`src/pkg/dspt_pkg.sv`:
```
// package of constants and carriers for the dual-slope pwm timer
package dspt_pkg;

    // ************************************************************
    // register map
    // ************************************************************
    localparam int unsigned DSPT_AW = 5;
    localparam logic [DSPT_AW-1:0] OFS_CTRL = 5'h00;
    localparam logic [DSPT_AW-1:0] OFS_COUNT = 5'h04;
    localparam logic [DSPT_AW-1:0] OFS_CMPA = 5'h08;
    localparam logic [DSPT_AW-1:0] OFS_CMPB = 5'h0c;
    localparam logic [DSPT_AW-1:0] OFS_CAPT = 5'h10;
    localparam logic [DSPT_AW-1:0] OFS_FLAGS = 5'h14;
    localparam logic [DSPT_AW-1:0] OFS_PINDIR = 5'h18;

    // control word fields
    localparam int unsigned CTRL_MODE_LSB = 0;
    localparam int unsigned CTRL_OMA_LSB = 4;
    localparam int unsigned CTRL_OMB_LSB = 6;
    localparam int unsigned CTRL_CS_LSB = 8;

    // flag bits
    localparam int unsigned FLG_OVF = 0;
    localparam int unsigned FLG_CMPA = 1;
    localparam int unsigned FLG_CMPB = 2;
    localparam int unsigned FLG_CAPT = 3;

    // ************************************************************
    // waveform modes
    // ************************************************************
    localparam logic [3:0] WM_PC8 = 4'h1;
    localparam logic [3:0] WM_PC9 = 4'h2;
    localparam logic [3:0] WM_PC10 = 4'h3;
    localparam logic [3:0] WM_FAST8 = 4'h5;
    localparam logic [3:0] WM_FAST9 = 4'h6;
    localparam logic [3:0] WM_FAST10 = 4'h7;
    localparam logic [3:0] WM_PFC_CAPT = 4'h8;
    localparam logic [3:0] WM_PFC_CMPA = 4'h9;
    localparam logic [3:0] WM_PC_CAPT = 4'ha;
    localparam logic [3:0] WM_PC_CMPA = 4'hb;
    localparam logic [3:0] WM_FAST_CAPT = 4'he;
    localparam logic [3:0] WM_FAST_CMPA = 4'hf;

    // fixed top values and bounds
    localparam logic [15:0] TOP_8BIT = 16'h00ff;
    localparam logic [15:0] TOP_9BIT = 16'h01ff;
    localparam logic [15:0] TOP_10BIT = 16'h03ff;
    localparam logic [15:0] CNT_BOTTOM = 16'h0000;
    localparam logic [15:0] CNT_MAX = 16'hffff;
    localparam logic [15:0] CNT_STEP = 16'h0001;

    // output mode field codes
    localparam logic [1:0] OM_OFF = 2'h0;
    localparam logic [1:0] OM_TOGGLE = 2'h1;
    localparam logic [1:0] OM_NONINV = 2'h2;
    localparam logic [1:0] OM_INV = 2'h3;

    // ************************************************************
    // prescaler: select codes and terminal counts (divisor - 1)
    // ************************************************************
    localparam int unsigned PSC_W = 10;
    localparam logic [2:0] CS_STOP = 3'h0;
    localparam logic [2:0] CS_DIV1 = 3'h1;
    localparam logic [2:0] CS_DIV8 = 3'h2;
    localparam logic [2:0] CS_DIV64 = 3'h3;
    localparam logic [2:0] CS_DIV256 = 3'h4;
    localparam logic [2:0] CS_DIV1024 = 3'h5;
    localparam logic [PSC_W-1:0] PS_LAST_1 = 10'h000;
    localparam logic [PSC_W-1:0] PS_LAST_8 = 10'h007;
    localparam logic [PSC_W-1:0] PS_LAST_64 = 10'h03f;
    localparam logic [PSC_W-1:0] PS_LAST_256 = 10'h0ff;
    localparam logic [PSC_W-1:0] PS_LAST_1024 = 10'h3ff;
    localparam logic [PSC_W-1:0] PS_STEP = 10'h001;

    // bus responses
    localparam logic [1:0] RESP_OKAY = 2'h0;
    localparam logic [1:0] RESP_SLVERR = 2'h2;

    // ************************************************************
    // bus carriers
    // ************************************************************
    typedef struct packed {
        logic awvalid;
        logic [DSPT_AW-1:0] awaddr;
        logic wvalid;
        logic [31:0] wdata;
        logic [3:0] wstrb;
        logic bready;
        logic arvalid;
        logic [DSPT_AW-1:0] araddr;
        logic rready;
    } dspt_axi_req_s;

    typedef struct packed {
        logic awready;
        logic wready;
        logic bvalid;
        logic [1:0] bresp;
        logic arready;
        logic rvalid;
        logic [31:0] rdata;
        logic [1:0] rresp;
    } dspt_axi_rsp_s;

endpackage : dspt_pkg

```
`src/verilog/dspt_timer.sv`:
```
// 16-bit pwm timer with fast, phase correct and phase-freq modes
// Notes on behaviour
// - fast pwm: compare a buffered, loads at top
// - output field two non-inverted, three inverted
// - fast pwm: change on match, restore at wrap
// - zero gives spike; top gives constant level
// - mode 15 field 1: a toggles per match
// - modes 1,2,3,10,11 count up then down
// - dual slope: clear rising match, set falling
// - phase correct top: fixed, capture or a
// - dual slope reverses at top, held once
// - phase correct: overflow bottom, reload at top
// - channel flag sets when count equals compare
// - register top from two to sixteen bits
// - fixed top masks compare write high bits
// - phase correct period runs top to top
// - phase correct extremes give constant levels
// - mode 11 field 1: a toggles per match
// - modes 8, 9: phase-freq correct, top source
// - phase-freq: reload and overflow at bottom
// - pin driven only when direction is output
// - tick from clock divided 1..1024
// - fast pwm modes 5,6,7,14,15 and tops
// - fast pwm: overflow at top; top flag at top in mode 14 only
//
// The AXI4-Lite interface to the registers and the register addresses were decided locally.
`timescale 1ns/1ps

module dspt_timer (
    input wire logic i_clk,
    input wire logic i_sys_rst,
    input wire dspt_pkg::dspt_axi_req_s i_axi,
    output dspt_pkg::dspt_axi_rsp_s o_axi,
    output logic o_pin_a,
    output logic o_pin_a_oe,
    output logic o_pin_b,
    output logic o_pin_b_oe
);
    import dspt_pkg::*;

    // ************************************************************
    // state
    // ************************************************************
    typedef struct packed {
        dspt_axi_rsp_s rsp;
        logic aw_ok;
        logic [DSPT_AW-1:0] awaddr;
        logic w_ok;
        logic [31:0] wdata;
        logic [3:0] wstrb;
        logic [3:0] wmode;
        logic [1:0] om_a;
        logic [1:0] om_b;
        logic [2:0] csel;
        logic [PSC_W-1:0] psc;
        logic [15:0] cnt;
        logic up;
        logic [15:0] cmpa_buf;
        logic [15:0] cmpb_buf;
        logic [15:0] cmpa;
        logic [15:0] cmpb;
        logic [15:0] capt;
        logic [3:0] flags;
        logic [1:0] dir;
        logic wave_a;
        logic wave_b;
        logic pin_a;
        logic pin_a_oe;
        logic pin_b;
        logic pin_b_oe;
    } dspt_st_s;

    dspt_st_s s_r;
    dspt_st_s s_nxt;

    // ************************************************************
    // helpers
    // ************************************************************

    // single-slope modes
    function automatic logic is_fast(input logic [3:0] m);
        is_fast = (m == WM_FAST8) || (m == WM_FAST9) ||
            (m == WM_FAST10) || (m == WM_FAST_CAPT) ||
            (m == WM_FAST_CMPA);
    endfunction : is_fast

    // phase correct modes
    function automatic logic is_pc(input logic [3:0] m);
        is_pc = (m == WM_PC8) || (m == WM_PC9) || (m == WM_PC10) ||
            (m == WM_PC_CAPT) || (m == WM_PC_CMPA);
    endfunction : is_pc

    // phase and frequency correct modes
    function automatic logic is_pfc(input logic [3:0] m);
        is_pfc = (m == WM_PFC_CAPT) || (m == WM_PFC_CMPA);
    endfunction : is_pfc

    // top from fixed value, capture or compare a
    function automatic logic [15:0] top_of(
        input logic [3:0] m,
        input logic [15:0] capt,
        input logic [15:0] cmpa
    );
        case (m)
            WM_PC8, WM_FAST8: top_of = TOP_8BIT;
            WM_PC9, WM_FAST9: top_of = TOP_9BIT;
            WM_PC10, WM_FAST10: top_of = TOP_10BIT;
            WM_PC_CAPT, WM_FAST_CAPT, WM_PFC_CAPT: top_of = capt;
            WM_PC_CMPA, WM_FAST_CMPA, WM_PFC_CMPA: top_of = cmpa;
            default: top_of = CNT_MAX;
        endcase
    endfunction : top_of

    // write mask: fixed tops keep only the resolution bits
    function automatic logic [15:0] mask_of(input logic [3:0] m);
        case (m)
            WM_PC8, WM_FAST8: mask_of = TOP_8BIT;
            WM_PC9, WM_FAST9: mask_of = TOP_9BIT;
            WM_PC10, WM_FAST10: mask_of = TOP_10BIT;
            default: mask_of = CNT_MAX;
        endcase
    endfunction : mask_of

    // prescaler terminal count per clock select
    function automatic logic [PSC_W-1:0] ps_last(input logic [2:0] c);
        case (c)
            CS_DIV8: ps_last = PS_LAST_8;
            CS_DIV64: ps_last = PS_LAST_64;
            CS_DIV256: ps_last = PS_LAST_256;
            CS_DIV1024: ps_last = PS_LAST_1024;
            default: ps_last = PS_LAST_1;
        endcase
    endfunction : ps_last

    // modes where channel a may toggle on match
    function automatic logic tog_mode(input logic [3:0] m);
        tog_mode = (m == WM_FAST_CMPA) || (m == WM_FAST_CAPT) ||
            (m == WM_PC_CMPA) || (m == WM_PFC_CMPA);
    endfunction : tog_mode

    // byte-lane merge of a write into an old word
    function automatic logic [31:0] merge(
        input logic [31:0] old,
        input logic [31:0] dat,
        input logic [3:0] strb
    );
        merge = old;
        for (int i = 0; i < 4; i++) begin
            if (strb[i]) begin
                merge[i*8 +: 8] = dat[i*8 +: 8];
            end
        end
    endfunction : merge

    // next waveform level; lvl is the non-inverted level on match
    function automatic logic wave_next(
        input logic cur,
        input logic [1:0] om,
        input logic hit,
        input logic lvl,
        input logic wrap,
        input logic tog_ok
    );
        logic pol;
        pol = (om == OM_INV);
        wave_next = cur;
        if (om == OM_TOGGLE) begin
            if (tog_ok && hit) begin
                wave_next = ~cur;
            end
        end else if (om != OM_OFF) begin
            if (wrap) begin
                wave_next = ~pol;
            end else if (hit) begin
                wave_next = lvl ^ pol;
            end
        end
    endfunction : wave_next

    // ************************************************************
    // next-state logic
    // ************************************************************
    always_comb begin
        logic tick;
        logic [15:0] top;
        logic at_top;
        logic at_bot;
        logic hit_a;
        logic hit_b;
        logic down_ph;
        logic reload;
        logic [3:0] fset;
        logic [3:0] fclr;
        logic [31:0] wv;
        logic [15:0] cv;
        logic tog_a;
        tick = 1'b0;
        top = CNT_MAX;
        at_top = 1'b0;
        at_bot = 1'b0;
        hit_a = 1'b0;
        hit_b = 1'b0;
        down_ph = 1'b0;
        reload = 1'b0;
        fset = '0;
        fclr = '0;
        wv = '0;
        cv = '0;
        tog_a = 1'b0;
        s_nxt = s_r;

        // prescaler divides the clock into timer ticks
        tick = (s_r.csel != CS_STOP) && (s_r.psc == ps_last(s_r.csel));
        if (s_r.csel == CS_STOP || tick) begin
            s_nxt.psc = '0;
        end else begin
            s_nxt.psc = s_r.psc + PS_STEP;
        end

        // count position against top and compare values
        top = top_of(s_r.wmode, s_r.capt, s_r.cmpa);
        at_top = (s_r.cnt == top);
        at_bot = (s_r.cnt == CNT_BOTTOM);
        hit_a = (s_r.cnt == s_r.cmpa);
        hit_b = (s_r.cnt == s_r.cmpb);
        tog_a = tog_mode(s_r.wmode);

        if (tick) begin
            fset[FLG_CMPA] = hit_a;
            fset[FLG_CMPB] = hit_b;
            if (is_fast(s_r.wmode)) begin
                // single slope: bottom to top, then clear
                if (at_top) begin
                    s_nxt.cnt = CNT_BOTTOM;
                    fset[FLG_OVF] = 1'b1;
                    fset[FLG_CAPT] = (s_r.wmode == WM_FAST_CAPT);
                    reload = 1'b1;
                end else begin
                    s_nxt.cnt = s_r.cnt + CNT_STEP;
                end
                s_nxt.wave_a = wave_next(s_r.wave_a, s_r.om_a, hit_a,
                    1'b0, at_top, tog_a);
                s_nxt.wave_b = wave_next(s_r.wave_b, s_r.om_b, hit_b,
                    1'b0, at_top, 1'b0);
            end else if (is_pc(s_r.wmode) || is_pfc(s_r.wmode)) begin
                // dual slope: turn at top and at bottom
                if (s_r.up) begin
                    if (at_top) begin
                        s_nxt.up = 1'b0;
                        s_nxt.cnt = s_r.cnt - CNT_STEP;
                    end else begin
                        s_nxt.cnt = s_r.cnt + CNT_STEP;
                    end
                end else begin
                    if (at_bot) begin
                        s_nxt.up = 1'b1;
                        s_nxt.cnt = s_r.cnt + CNT_STEP;
                    end else begin
                        s_nxt.cnt = s_r.cnt - CNT_STEP;
                    end
                end
                // turn at top: phase correct reloads here
                if (s_r.up && at_top) begin
                    fset[FLG_CAPT] = (s_r.wmode == WM_PC_CAPT) ||
                        (s_r.wmode == WM_PFC_CAPT);
                    reload = is_pc(s_r.wmode);
                end
                // turn at bottom: overflow, phase-freq reloads
                if (!s_r.up && at_bot) begin
                    fset[FLG_OVF] = 1'b1;
                    reload = is_pfc(s_r.wmode);
                end
                // falling phase; the extremes pin the levels
                down_ph = at_top || (!at_bot && !s_r.up);
                s_nxt.wave_a = wave_next(s_r.wave_a, s_r.om_a, hit_a,
                    down_ph, 1'b0, tog_a);
                s_nxt.wave_b = wave_next(s_r.wave_b, s_r.om_b, hit_b,
                    down_ph, 1'b0, 1'b0);
            end else begin
                // other modes: free count, outputs held
                s_nxt.cnt = s_r.cnt + CNT_STEP;
                fset[FLG_OVF] = (s_r.cnt == CNT_MAX);
            end
        end

        // active compare values take the buffered ones
        if (reload) begin
            s_nxt.cmpa = s_r.cmpa_buf;
            s_nxt.cmpb = s_r.cmpb_buf;
        end

        // ********************************************************
        // bus write channel
        // ********************************************************
        if (i_axi.awvalid && s_r.rsp.awready) begin
            s_nxt.aw_ok = 1'b1;
            s_nxt.awaddr = i_axi.awaddr;
        end
        if (i_axi.wvalid && s_r.rsp.wready) begin
            s_nxt.w_ok = 1'b1;
            s_nxt.wdata = i_axi.wdata;
            s_nxt.wstrb = i_axi.wstrb;
        end
        if (s_r.rsp.bvalid && i_axi.bready) begin
            s_nxt.rsp.bvalid = 1'b0;
        end

        // perform a write once address and data are both held
        if (s_r.aw_ok && s_r.w_ok && !s_r.rsp.bvalid) begin
            s_nxt.aw_ok = 1'b0;
            s_nxt.w_ok = 1'b0;
            s_nxt.rsp.bvalid = 1'b1;
            s_nxt.rsp.bresp = RESP_OKAY;
            case (s_r.awaddr)
                OFS_CTRL: begin
                    wv = merge({21'h000000, s_r.csel, s_r.om_b,
                        s_r.om_a, s_r.wmode}, s_r.wdata, s_r.wstrb);
                    s_nxt.wmode = wv[CTRL_MODE_LSB +: 4];
                    s_nxt.om_a = wv[CTRL_OMA_LSB +: 2];
                    s_nxt.om_b = wv[CTRL_OMB_LSB +: 2];
                    s_nxt.csel = wv[CTRL_CS_LSB +: 3];
                end
                OFS_COUNT: begin
                    // count reads only; the write is accepted
                end
                OFS_CMPA: begin
                    wv = merge(32'(s_r.cmpa_buf), s_r.wdata, s_r.wstrb);
                    cv = wv[15:0] & mask_of(s_r.wmode);
                    s_nxt.cmpa_buf = cv;
                    if (!is_fast(s_r.wmode) && !is_pc(s_r.wmode) &&
                        !is_pfc(s_r.wmode)) begin
                        s_nxt.cmpa = cv;
                    end
                end
                OFS_CMPB: begin
                    wv = merge(32'(s_r.cmpb_buf), s_r.wdata, s_r.wstrb);
                    cv = wv[15:0] & mask_of(s_r.wmode);
                    s_nxt.cmpb_buf = cv;
                    if (!is_fast(s_r.wmode) && !is_pc(s_r.wmode) &&
                        !is_pfc(s_r.wmode)) begin
                        s_nxt.cmpb = cv;
                    end
                end
                OFS_CAPT: begin
                    wv = merge(32'(s_r.capt), s_r.wdata, s_r.wstrb);
                    s_nxt.capt = wv[15:0];
                end
                OFS_FLAGS: begin
                    fclr = s_r.wdata[3:0] & {4{s_r.wstrb[0]}};
                end
                OFS_PINDIR: begin
                    wv = merge(32'(s_r.dir), s_r.wdata, s_r.wstrb);
                    s_nxt.dir = wv[1:0];
                end
                default: begin
                    s_nxt.rsp.bresp = RESP_SLVERR;
                end
            endcase
        end
        s_nxt.rsp.awready = !s_nxt.aw_ok;
        s_nxt.rsp.wready = !s_nxt.w_ok;

        // flags: write one clears, a same-cycle set wins
        s_nxt.flags = (s_r.flags & ~fclr) | fset;

        // ********************************************************
        // bus read channel
        // ********************************************************
        if (s_r.rsp.rvalid && i_axi.rready) begin
            s_nxt.rsp.rvalid = 1'b0;
        end
        if (i_axi.arvalid && s_r.rsp.arready) begin
            s_nxt.rsp.rvalid = 1'b1;
            s_nxt.rsp.rresp = RESP_OKAY;
            case (i_axi.araddr)
                OFS_CTRL: s_nxt.rsp.rdata = {21'h000000, s_r.csel,
                    s_r.om_b, s_r.om_a, s_r.wmode};
                OFS_COUNT: s_nxt.rsp.rdata = 32'(s_r.cnt);
                OFS_CMPA: s_nxt.rsp.rdata = 32'(s_r.cmpa_buf);
                OFS_CMPB: s_nxt.rsp.rdata = 32'(s_r.cmpb_buf);
                OFS_CAPT: s_nxt.rsp.rdata = 32'(s_r.capt);
                OFS_FLAGS: s_nxt.rsp.rdata = 32'(s_r.flags);
                OFS_PINDIR: s_nxt.rsp.rdata = 32'(s_r.dir);
                default: begin
                    s_nxt.rsp.rdata = '0;
                    s_nxt.rsp.rresp = RESP_SLVERR;
                end
            endcase
        end
        s_nxt.rsp.arready = !s_nxt.rsp.rvalid;

        // ********************************************************
        // pins follow the waveform while enabled as outputs
        // ********************************************************
        s_nxt.pin_a = s_nxt.wave_a;
        s_nxt.pin_b = s_nxt.wave_b;
        s_nxt.pin_a_oe = s_nxt.dir[0] && (s_nxt.om_a != OM_OFF) &&
            ((s_nxt.om_a != OM_TOGGLE) || tog_mode(s_nxt.wmode));
        s_nxt.pin_b_oe = s_nxt.dir[1] && (s_nxt.om_b != OM_OFF) &&
            (s_nxt.om_b != OM_TOGGLE);
    end

    // ************************************************************
    // state register
    // ************************************************************
    always_ff @(posedge i_clk) begin
        if (i_sys_rst) begin
            s_r <= '0;
            s_r.up <= 1'b1;
        end else begin
            s_r <= s_nxt;
        end
    end

    // outputs straight from the state register
    assign o_axi = s_r.rsp;
    assign o_pin_a = s_r.pin_a;
    assign o_pin_a_oe = s_r.pin_a_oe;
    assign o_pin_b = s_r.pin_b;
    assign o_pin_b_oe = s_r.pin_b_oe;

endmodule : dspt_timer

```
`config.mk`:
```
export PLATFORM = sky130hd
export DESIGN_NAME = dspt_timer
export DESIGN_NICKNAME = d
export VERILOG_FILES = /design/src/pkg/dspt_pkg.sv /design/src/verilog/dspt_timer.sv
export SDC_FILE = /design/constraint.sdc
export NUM_CORES = 1
export LEC_CHECK = 0
export ABC_AREA = 1
export BUFFER_PORTS_ARGS = -buffer_cell sky130_fd_sc_hd__clkbuf_2
export CORE_UTILIZATION = 60
export DETAILED_ROUTE_END_ITERATION = 7
export PLACE_DENSITY = 0.87
export SYNTH_ARGS = -nofsm -noshare
export SYNTH_HDL_FRONTEND = slang
export SYNTH_SLANG_ARGS = --single-unit
```
`constraint.sdc`:
```
create_clock -name i_clk -period 3.7 [get_ports i_clk]
set_clock_uncertainty 0.2 [all_clocks]
set_input_delay 0.185 -clock i_clk [delete_from_list [all_inputs] [get_ports i_clk]]
set_output_delay 0.185 -clock i_clk [all_outputs]
set_load 0.05 [all_outputs]
```
# == Word level (Yosys, flattened, before mapping) ==
# Index checks and enable logic that the tools add are counted.
# classes
reduce_logical,79
bitwise_logic,13
n_eq_ne,43
mux,88
add_sub_neg,3
# op_table
cell,count
16-bit 2-to-1 mux,14
8-bit 2-to-1 mux,15
16-bit one-hot mux with 7 select lines,1
16-bit one-hot mux with 5 select lines,1
16-bit equality test,3
48-bit 2-to-1 mux,1
16-bit one-hot mux with 3 select lines,1
"4-bit equality test, second input constant",10
10-bit one-hot mux with 4 select lines,1
37-bit 2-to-1 mux,1
35-bit 2-to-1 mux,1
1-bit 2-to-1 mux,34
16-bit bitwise AND,2
32-bit 2-to-1 mux,1
"5-bit equality test, second input constant",6
11-bit 2-to-1 mux,2
"5-bit by 4-bit equality test with 1-bit output, second input constant",4
1-bit logical OR,20
1-bit logical AND,18
2-bit nonzero test,9
17-bit 2-to-1 mux,1
"16-bit by 1-bit adder with 16-bit output, second input constant",1
"16-bit equality test, second input constant",1
16-bit logical NOT,1
other kinds (32),77
# word_totals
register_bits,212

# == Depth between registers and ports, before layout ==
# depth
depth_word,14
mapped_depth,22
ltp_nobuf,19

# == Least setup slack after synthesis ==
# No wires, ideal clock.
# synth_path
kind,register to register
start,reg s_r[93] (netlist name)
end,reg s_r[53] (netlist name)
setup_slack_ns,1.254
arrival_time_ns,2.129
required_ns,3.383
setup_time_ns,0.117
stages_incl_launch_ff,17
synth_period_minus_slack_ns,2.446
path_cell_list,dfxtp_1 -> inv_1 -> ha_1 -> nand3_1 -> nor4_1 -> inv_1 -> nor2_1 -> inv_1 -> nand2_1 -> nand2_1 -> nand2_1 -> nand2_4 -> inv_2 -> buf_6 -> nor2_1 -> nor2_1 -> nor2_1
# synth_between
elab_chain_cells,11
elab_cells_between_ends,14
classes_between,eq/ne (1); mux (10); reduce/logical (3)
# synth_lines
element,line,source
start: declaration,dspt_timer.sv:73,dspt_st_s s_r;
start signal: assignment,dspt_timer.sv:411,s_r <= s_nxt;
16-bit equality test,dspt_timer.sv:222,at_top = (s_r.cnt == top);
1-bit logical AND,dspt_timer.sv:263,if (s_r.up && at_top) begin
1-bit 2-to-1 mux,dspt_timer.sv:263,
1-bit 2-to-1 mux,dspt_timer.sv:269,if (!s_r.up && at_bot) begin
1-bit 2-to-1 mux,dspt_timer.sv:245,end else if (is_pc(s_r.wmode) || is_pfc(s_r.wmode)) begin
1-bit 2-to-1 mux (*),dspt_timer.sv:231,if (is_fast(s_r.wmode)) begin
1-bit 2-to-1 mux (*),dspt_timer.sv:228,if (tick) begin
32-bit 2-to-1 mux (*),dspt_timer.sv:287,if (reload) begin
16-bit 2-to-1 mux,dspt_timer.sv:330,if (!is_fast(s_r.wmode) && !is_pc(s_r.wmode) &&
16-bit 2-to-1 mux,dspt_timer.sv:314,case (s_r.awaddr)
48-bit 2-to-1 mux (*),dspt_timer.sv:309,if (s_r.aw_ok && s_r.w_ok && !s_r.rsp.bvalid) begin
# Mark *: on every way between the ends. The rest lies on a longest branch, timed or not.
# A chain may end at the register's enable or synchronous reset.

# == Worst setup path after layout ==
# layout_path
start,reg s_r[128] (netlist name)
end,reg s_r[49] (netlist name)
# layout_between
elab_chain_cells,14
elab_cells_between_ends,45
classes_between,eq/ne (13); mux (11); reduce/logical (21)
# layout_lines
element,line,source
"4-bit equality test, or another cell as far along","dspt_timer.sv:84, dspt_timer.sv:104",
"3-bit OR reduction, or another cell as far along",dspt_timer.sv:104,case (m)
16-bit one-hot mux with 5 select lines / 1-bit logical OR (equally long branches),"dspt_timer.sv:104, dspt_timer.sv:89",
16-bit equality test / 1-bit logical OR (equally long branches),"dspt_timer.sv:222, dspt_timer.sv:89",
1-bit logical AND / 1-bit logical OR (equally long branches),"dspt_timer.sv:263, dspt_timer.sv:90",
1-bit 2-to-1 mux,dspt_timer.sv:263,
1-bit 2-to-1 mux,dspt_timer.sv:269,
1-bit 2-to-1 mux,dspt_timer.sv:245,
1-bit 2-to-1 mux,dspt_timer.sv:231,
1-bit 2-to-1 mux,dspt_timer.sv:228,
32-bit 2-to-1 mux,dspt_timer.sv:287,
16-bit 2-to-1 mux,dspt_timer.sv:330,
16-bit 2-to-1 mux,dspt_timer.sv:314,
48-bit 2-to-1 mux (*),dspt_timer.sv:309,
# Marks and branches as above.

==> run summary <==
Outcome
* outcome: finished, final reports clean

Yosys
* cells after synthesis: 1560
* Synth Cell Area: 10100 µm²
* number of enable flip-flop cells after synthesis: 0
* fraction of the yosys area taken by sequential cells: 0.348
* Async S/R FF share, synth: 0
* top_reg_cell synth: dfxtp_1
* Mapped Avg Cell Area: 6.49 µm²
* Yosys warning count: 0
* flip-flop and latch count after synthesis: 176
* count of distinct cell types in the synthesized netlist: 46

Route
* number of DRC violations after detailed-routing iteration 0: 1533
* First-pass DRT Iterations: 6
* average vias per placed instance: 6.08
* Detail Route Antenna Nets: 0
* detailed-route DRC error count: 0
* via count of the routed design: 11100
* post-detailed-routing wire length: 33800 µm
* post-detailed-route wirelength per cell: 18.5 µm

Final layout
* final antenna diode count: 0
* layout cells sized above 1: 0.0853
* post-route insts no fill: 1826
* growth of design area from synthesis to finish: 10.3%
* utilization after layout: 0.676
* net count reported at finish: 1649
* Layout fillers: 1356

Clock network
* clk sinks: 176
* Reg clk slew, reported paths: 0.07 ns
* library cell used as clock root buffer: clkbuf_16
* total clock buffers created by CTS: 17
* CTS tree: built
* CTS HTree Levels: 4
* post-CTS setup-driven buffer insertion count: 0
* clock buffer depth: 2
* Skew-Pair Late Insertion Delay: 0.45 ns

Timing
* setup repair after global routing missed its margin: false
* smallest setup slack after layout: 0.228 ns
* Hold Violations, Final: 0
* setup total negative slack: 0 ns
* total of endpoints with negative setup slack in the final report: 0
* timing-limited maximum frequency: 0.288 GHz
* Rel. slew slack: 0.269
* count of final max-slew check failures: 0
* crit share post-route: 0.938
* final worst path period need: 3.47 ns
* worst-margin pin slew: 1.09 ns

Critical path
* type of origin of the critical path: flop
* arrival time worst endpoint: 3.61 ns
* category of the most critical setup path: flop to flop
* FF-to-FF path depth: 18
* critical-path maximum fanout: 26
* critical path capture point type: flop
* required time of the critical path: 3.84 ns

Global route
* global-route wire length before repair: 52900 µm
* overall global routing resource usage: 0.389
* initial antenna violation count: 0
* global-route congestion overflow total: 0
* via count of the first global-routing pass: 9926
* maximum number of pins on one net before global-route repair: 70

Die
* Core Footprint: 16500 µm²
* I/O pins: 98
* standard-cell rows: 47
* Die Height: 132 µm
* area of the die: 17400 µm²
* Die X-Extent: 132 µm
* effective utilization at floorplan: 0.612

Pwr
* power density cells: 369 nW/µm²
* leakage dissipation: 4.49 nW
* maximum vdd drop: 0.374 mV

Hold path
* instance count along the most critical hold path: 5
* Worst Hold Class: primary input to flop

Placement
* Placer Congestion: 1.02
* minimum setup slack after placement: 0.425 ns
* detailed placer's ending HPWL: 23000 µm
* count of input and output buffers: 61
* instance count after placement with tap cells included: 1766

Run
* number of max-cap violations: 0

Yosys cell counts (11+ instances only):
cell | number | area [µm²]
nor3_1 | 19 | 95.1
nand2_1 | 284 | 1070
o21ai_1 | 20 | 100
buf_2 | 11 | 55.1
nand4_1 | 35 | 219
o22ai_1 | 15 | 93.8
buf_4 | 46 | 345
clkbuf_1 | 49 | 184
nor2_1 | 214 | 803
dfxtp_1 | 176 | 3520
inv_1 | 166 | 623
nand3_1 | 103 | 515
o211ai_1 | 20 | 150
a21oi_1 | 124 | 621
xor2_1 | 29 | 254
o21ai_0 | 150 | 751
power by group:
group	switching, mW	total (mW)	leakage [nW]	internal, mW
Clock	0.863	1.84	0.292	0.979
Combinational	0.232	0.321	2.78	0.0892
Sequential	0.0327	1.95	1.42	1.92
Total	1.13	4.12	4.49	2.99
cell usage in the layout, fill, tap and decap left out, types with 17 or more instances in the layout:
cell type / n
clkbuf_2: 61
inv_1: 165
nor2_1: 214
o211ai_1: 20
dfxtp_1: 176
xor2_1: 29
o21ai_0: 150
conb_1: 18
o21ai_1: 20
nor3_1: 19
a21oi_1: 124
nand2_1: 284
clkbuf_16: 17
dlygate4sd3_1: 28
nand4_1: 35
buf_4: 25
nand3_1: 103
final timing paths:
check                                    startpoint                    end  slack, ns
worst max-delay path            s_r[128]$_SDFF_PP0_     s_r[49]$_SDFF_PP0_       0.23
worst min-delay path                       i_axi[6]  o_axi[8]$_SDFFE_PP0P_       0.01
worst max register to register  s_r[128]$_SDFF_PP0_     s_r[49]$_SDFF_PP0_       0.23
worst min register to register  s_r[109]$_SDFF_PP0_    s_r[109]$_SDFF_PP0_       0.26
per-stage QoR:
| step | hold slack (ns) | cell area [µm²] | power (mW) |
|---|---|---|---|
| 2_1_floorplan | 0.148 | 10200 | 2.21 |
| 3_3_place_gp | 0.229 | 10300 | 2.26 |
| 3_5_place_dp | 0.241 | 10300 | 2.27 |
| 4_1_cts | 0.00930 | 11200 | 4.09 |
| 5_1_grt | 0.0425 | 11200 | 4.21 |
| 6_report | 0.0137 | 11200 | 4.12 |
state kept, by name (all words and copies together) (netlist names):
signal and flops:
s_r 149, o_axi 23, o_pin_a 1, o_pin_a_oe 1, o_pin_b 1, o_pin_b_oe 1
logic make-up after synthesis:
group,Yosys count,synth area share
buffers and inverters,298,0.134
AND/OR/NAND/NOR,676,0.282
other,1,0.000371
XOR/XNOR,35,0.0303
flip-flops,176,0.348
adder cells (fa/ha/maj),3,0.00371
AO/OA/AOI/OAI,371,0.202
routing by layer:
layer,track usage,routed length (µm),part of all wire
met1,0.508,12900,0.38
met2,0.599,14900,0.44
met3,0.0911,4450,0.13
met4,0.198,1570,0.046
met5,0,0,0
worst max-delay path, cell delays in order (launching register included):
cell and delay, ns:
dfxtp_1 0.57, inv_2 0.11, nand2_2 0.12, nand3_2 0.43
nand2_1 0.21, o21ai_0 0.11, nand2_1 0.12, nor2_1 0.05
nand2_1 0.06, nor2_2 0.04, nand2_1 0.12, inv_2 0.09
nor2_2 0.22, nor2_4 0.07, nand2_4 0.13, buf_4 0.34
o21ai_1 0.16, nor2_1 0.15, nor2_1 0.05
final cells by class:
| cell class | count | area [µm²] | area share |
|---|---|---|---|
| timing repair buffer | 114 | 773 | 0.0693 |
| sequential | 176 | 3520 | 0.316 |
| clock buffer | 18 | 439 | 0.0393 |
| tap | 220 | 275 | 0.0247 |
| inverter | 181 | 682 | 0.0611 |
| clock inverter | 14 | 163 | 0.0146 |
| multi-input combinational | 1103 | 5310 | 0.476 |
repair_timing:
| item | CTS | global route |
|---|---|---|
| hold endpoints to repair | 26 | 0 |
| hold buffers | 28 | 0 |
| resized for setup | 0 | 0 |
Note: power is estimated with default switching activity, not from simulation.
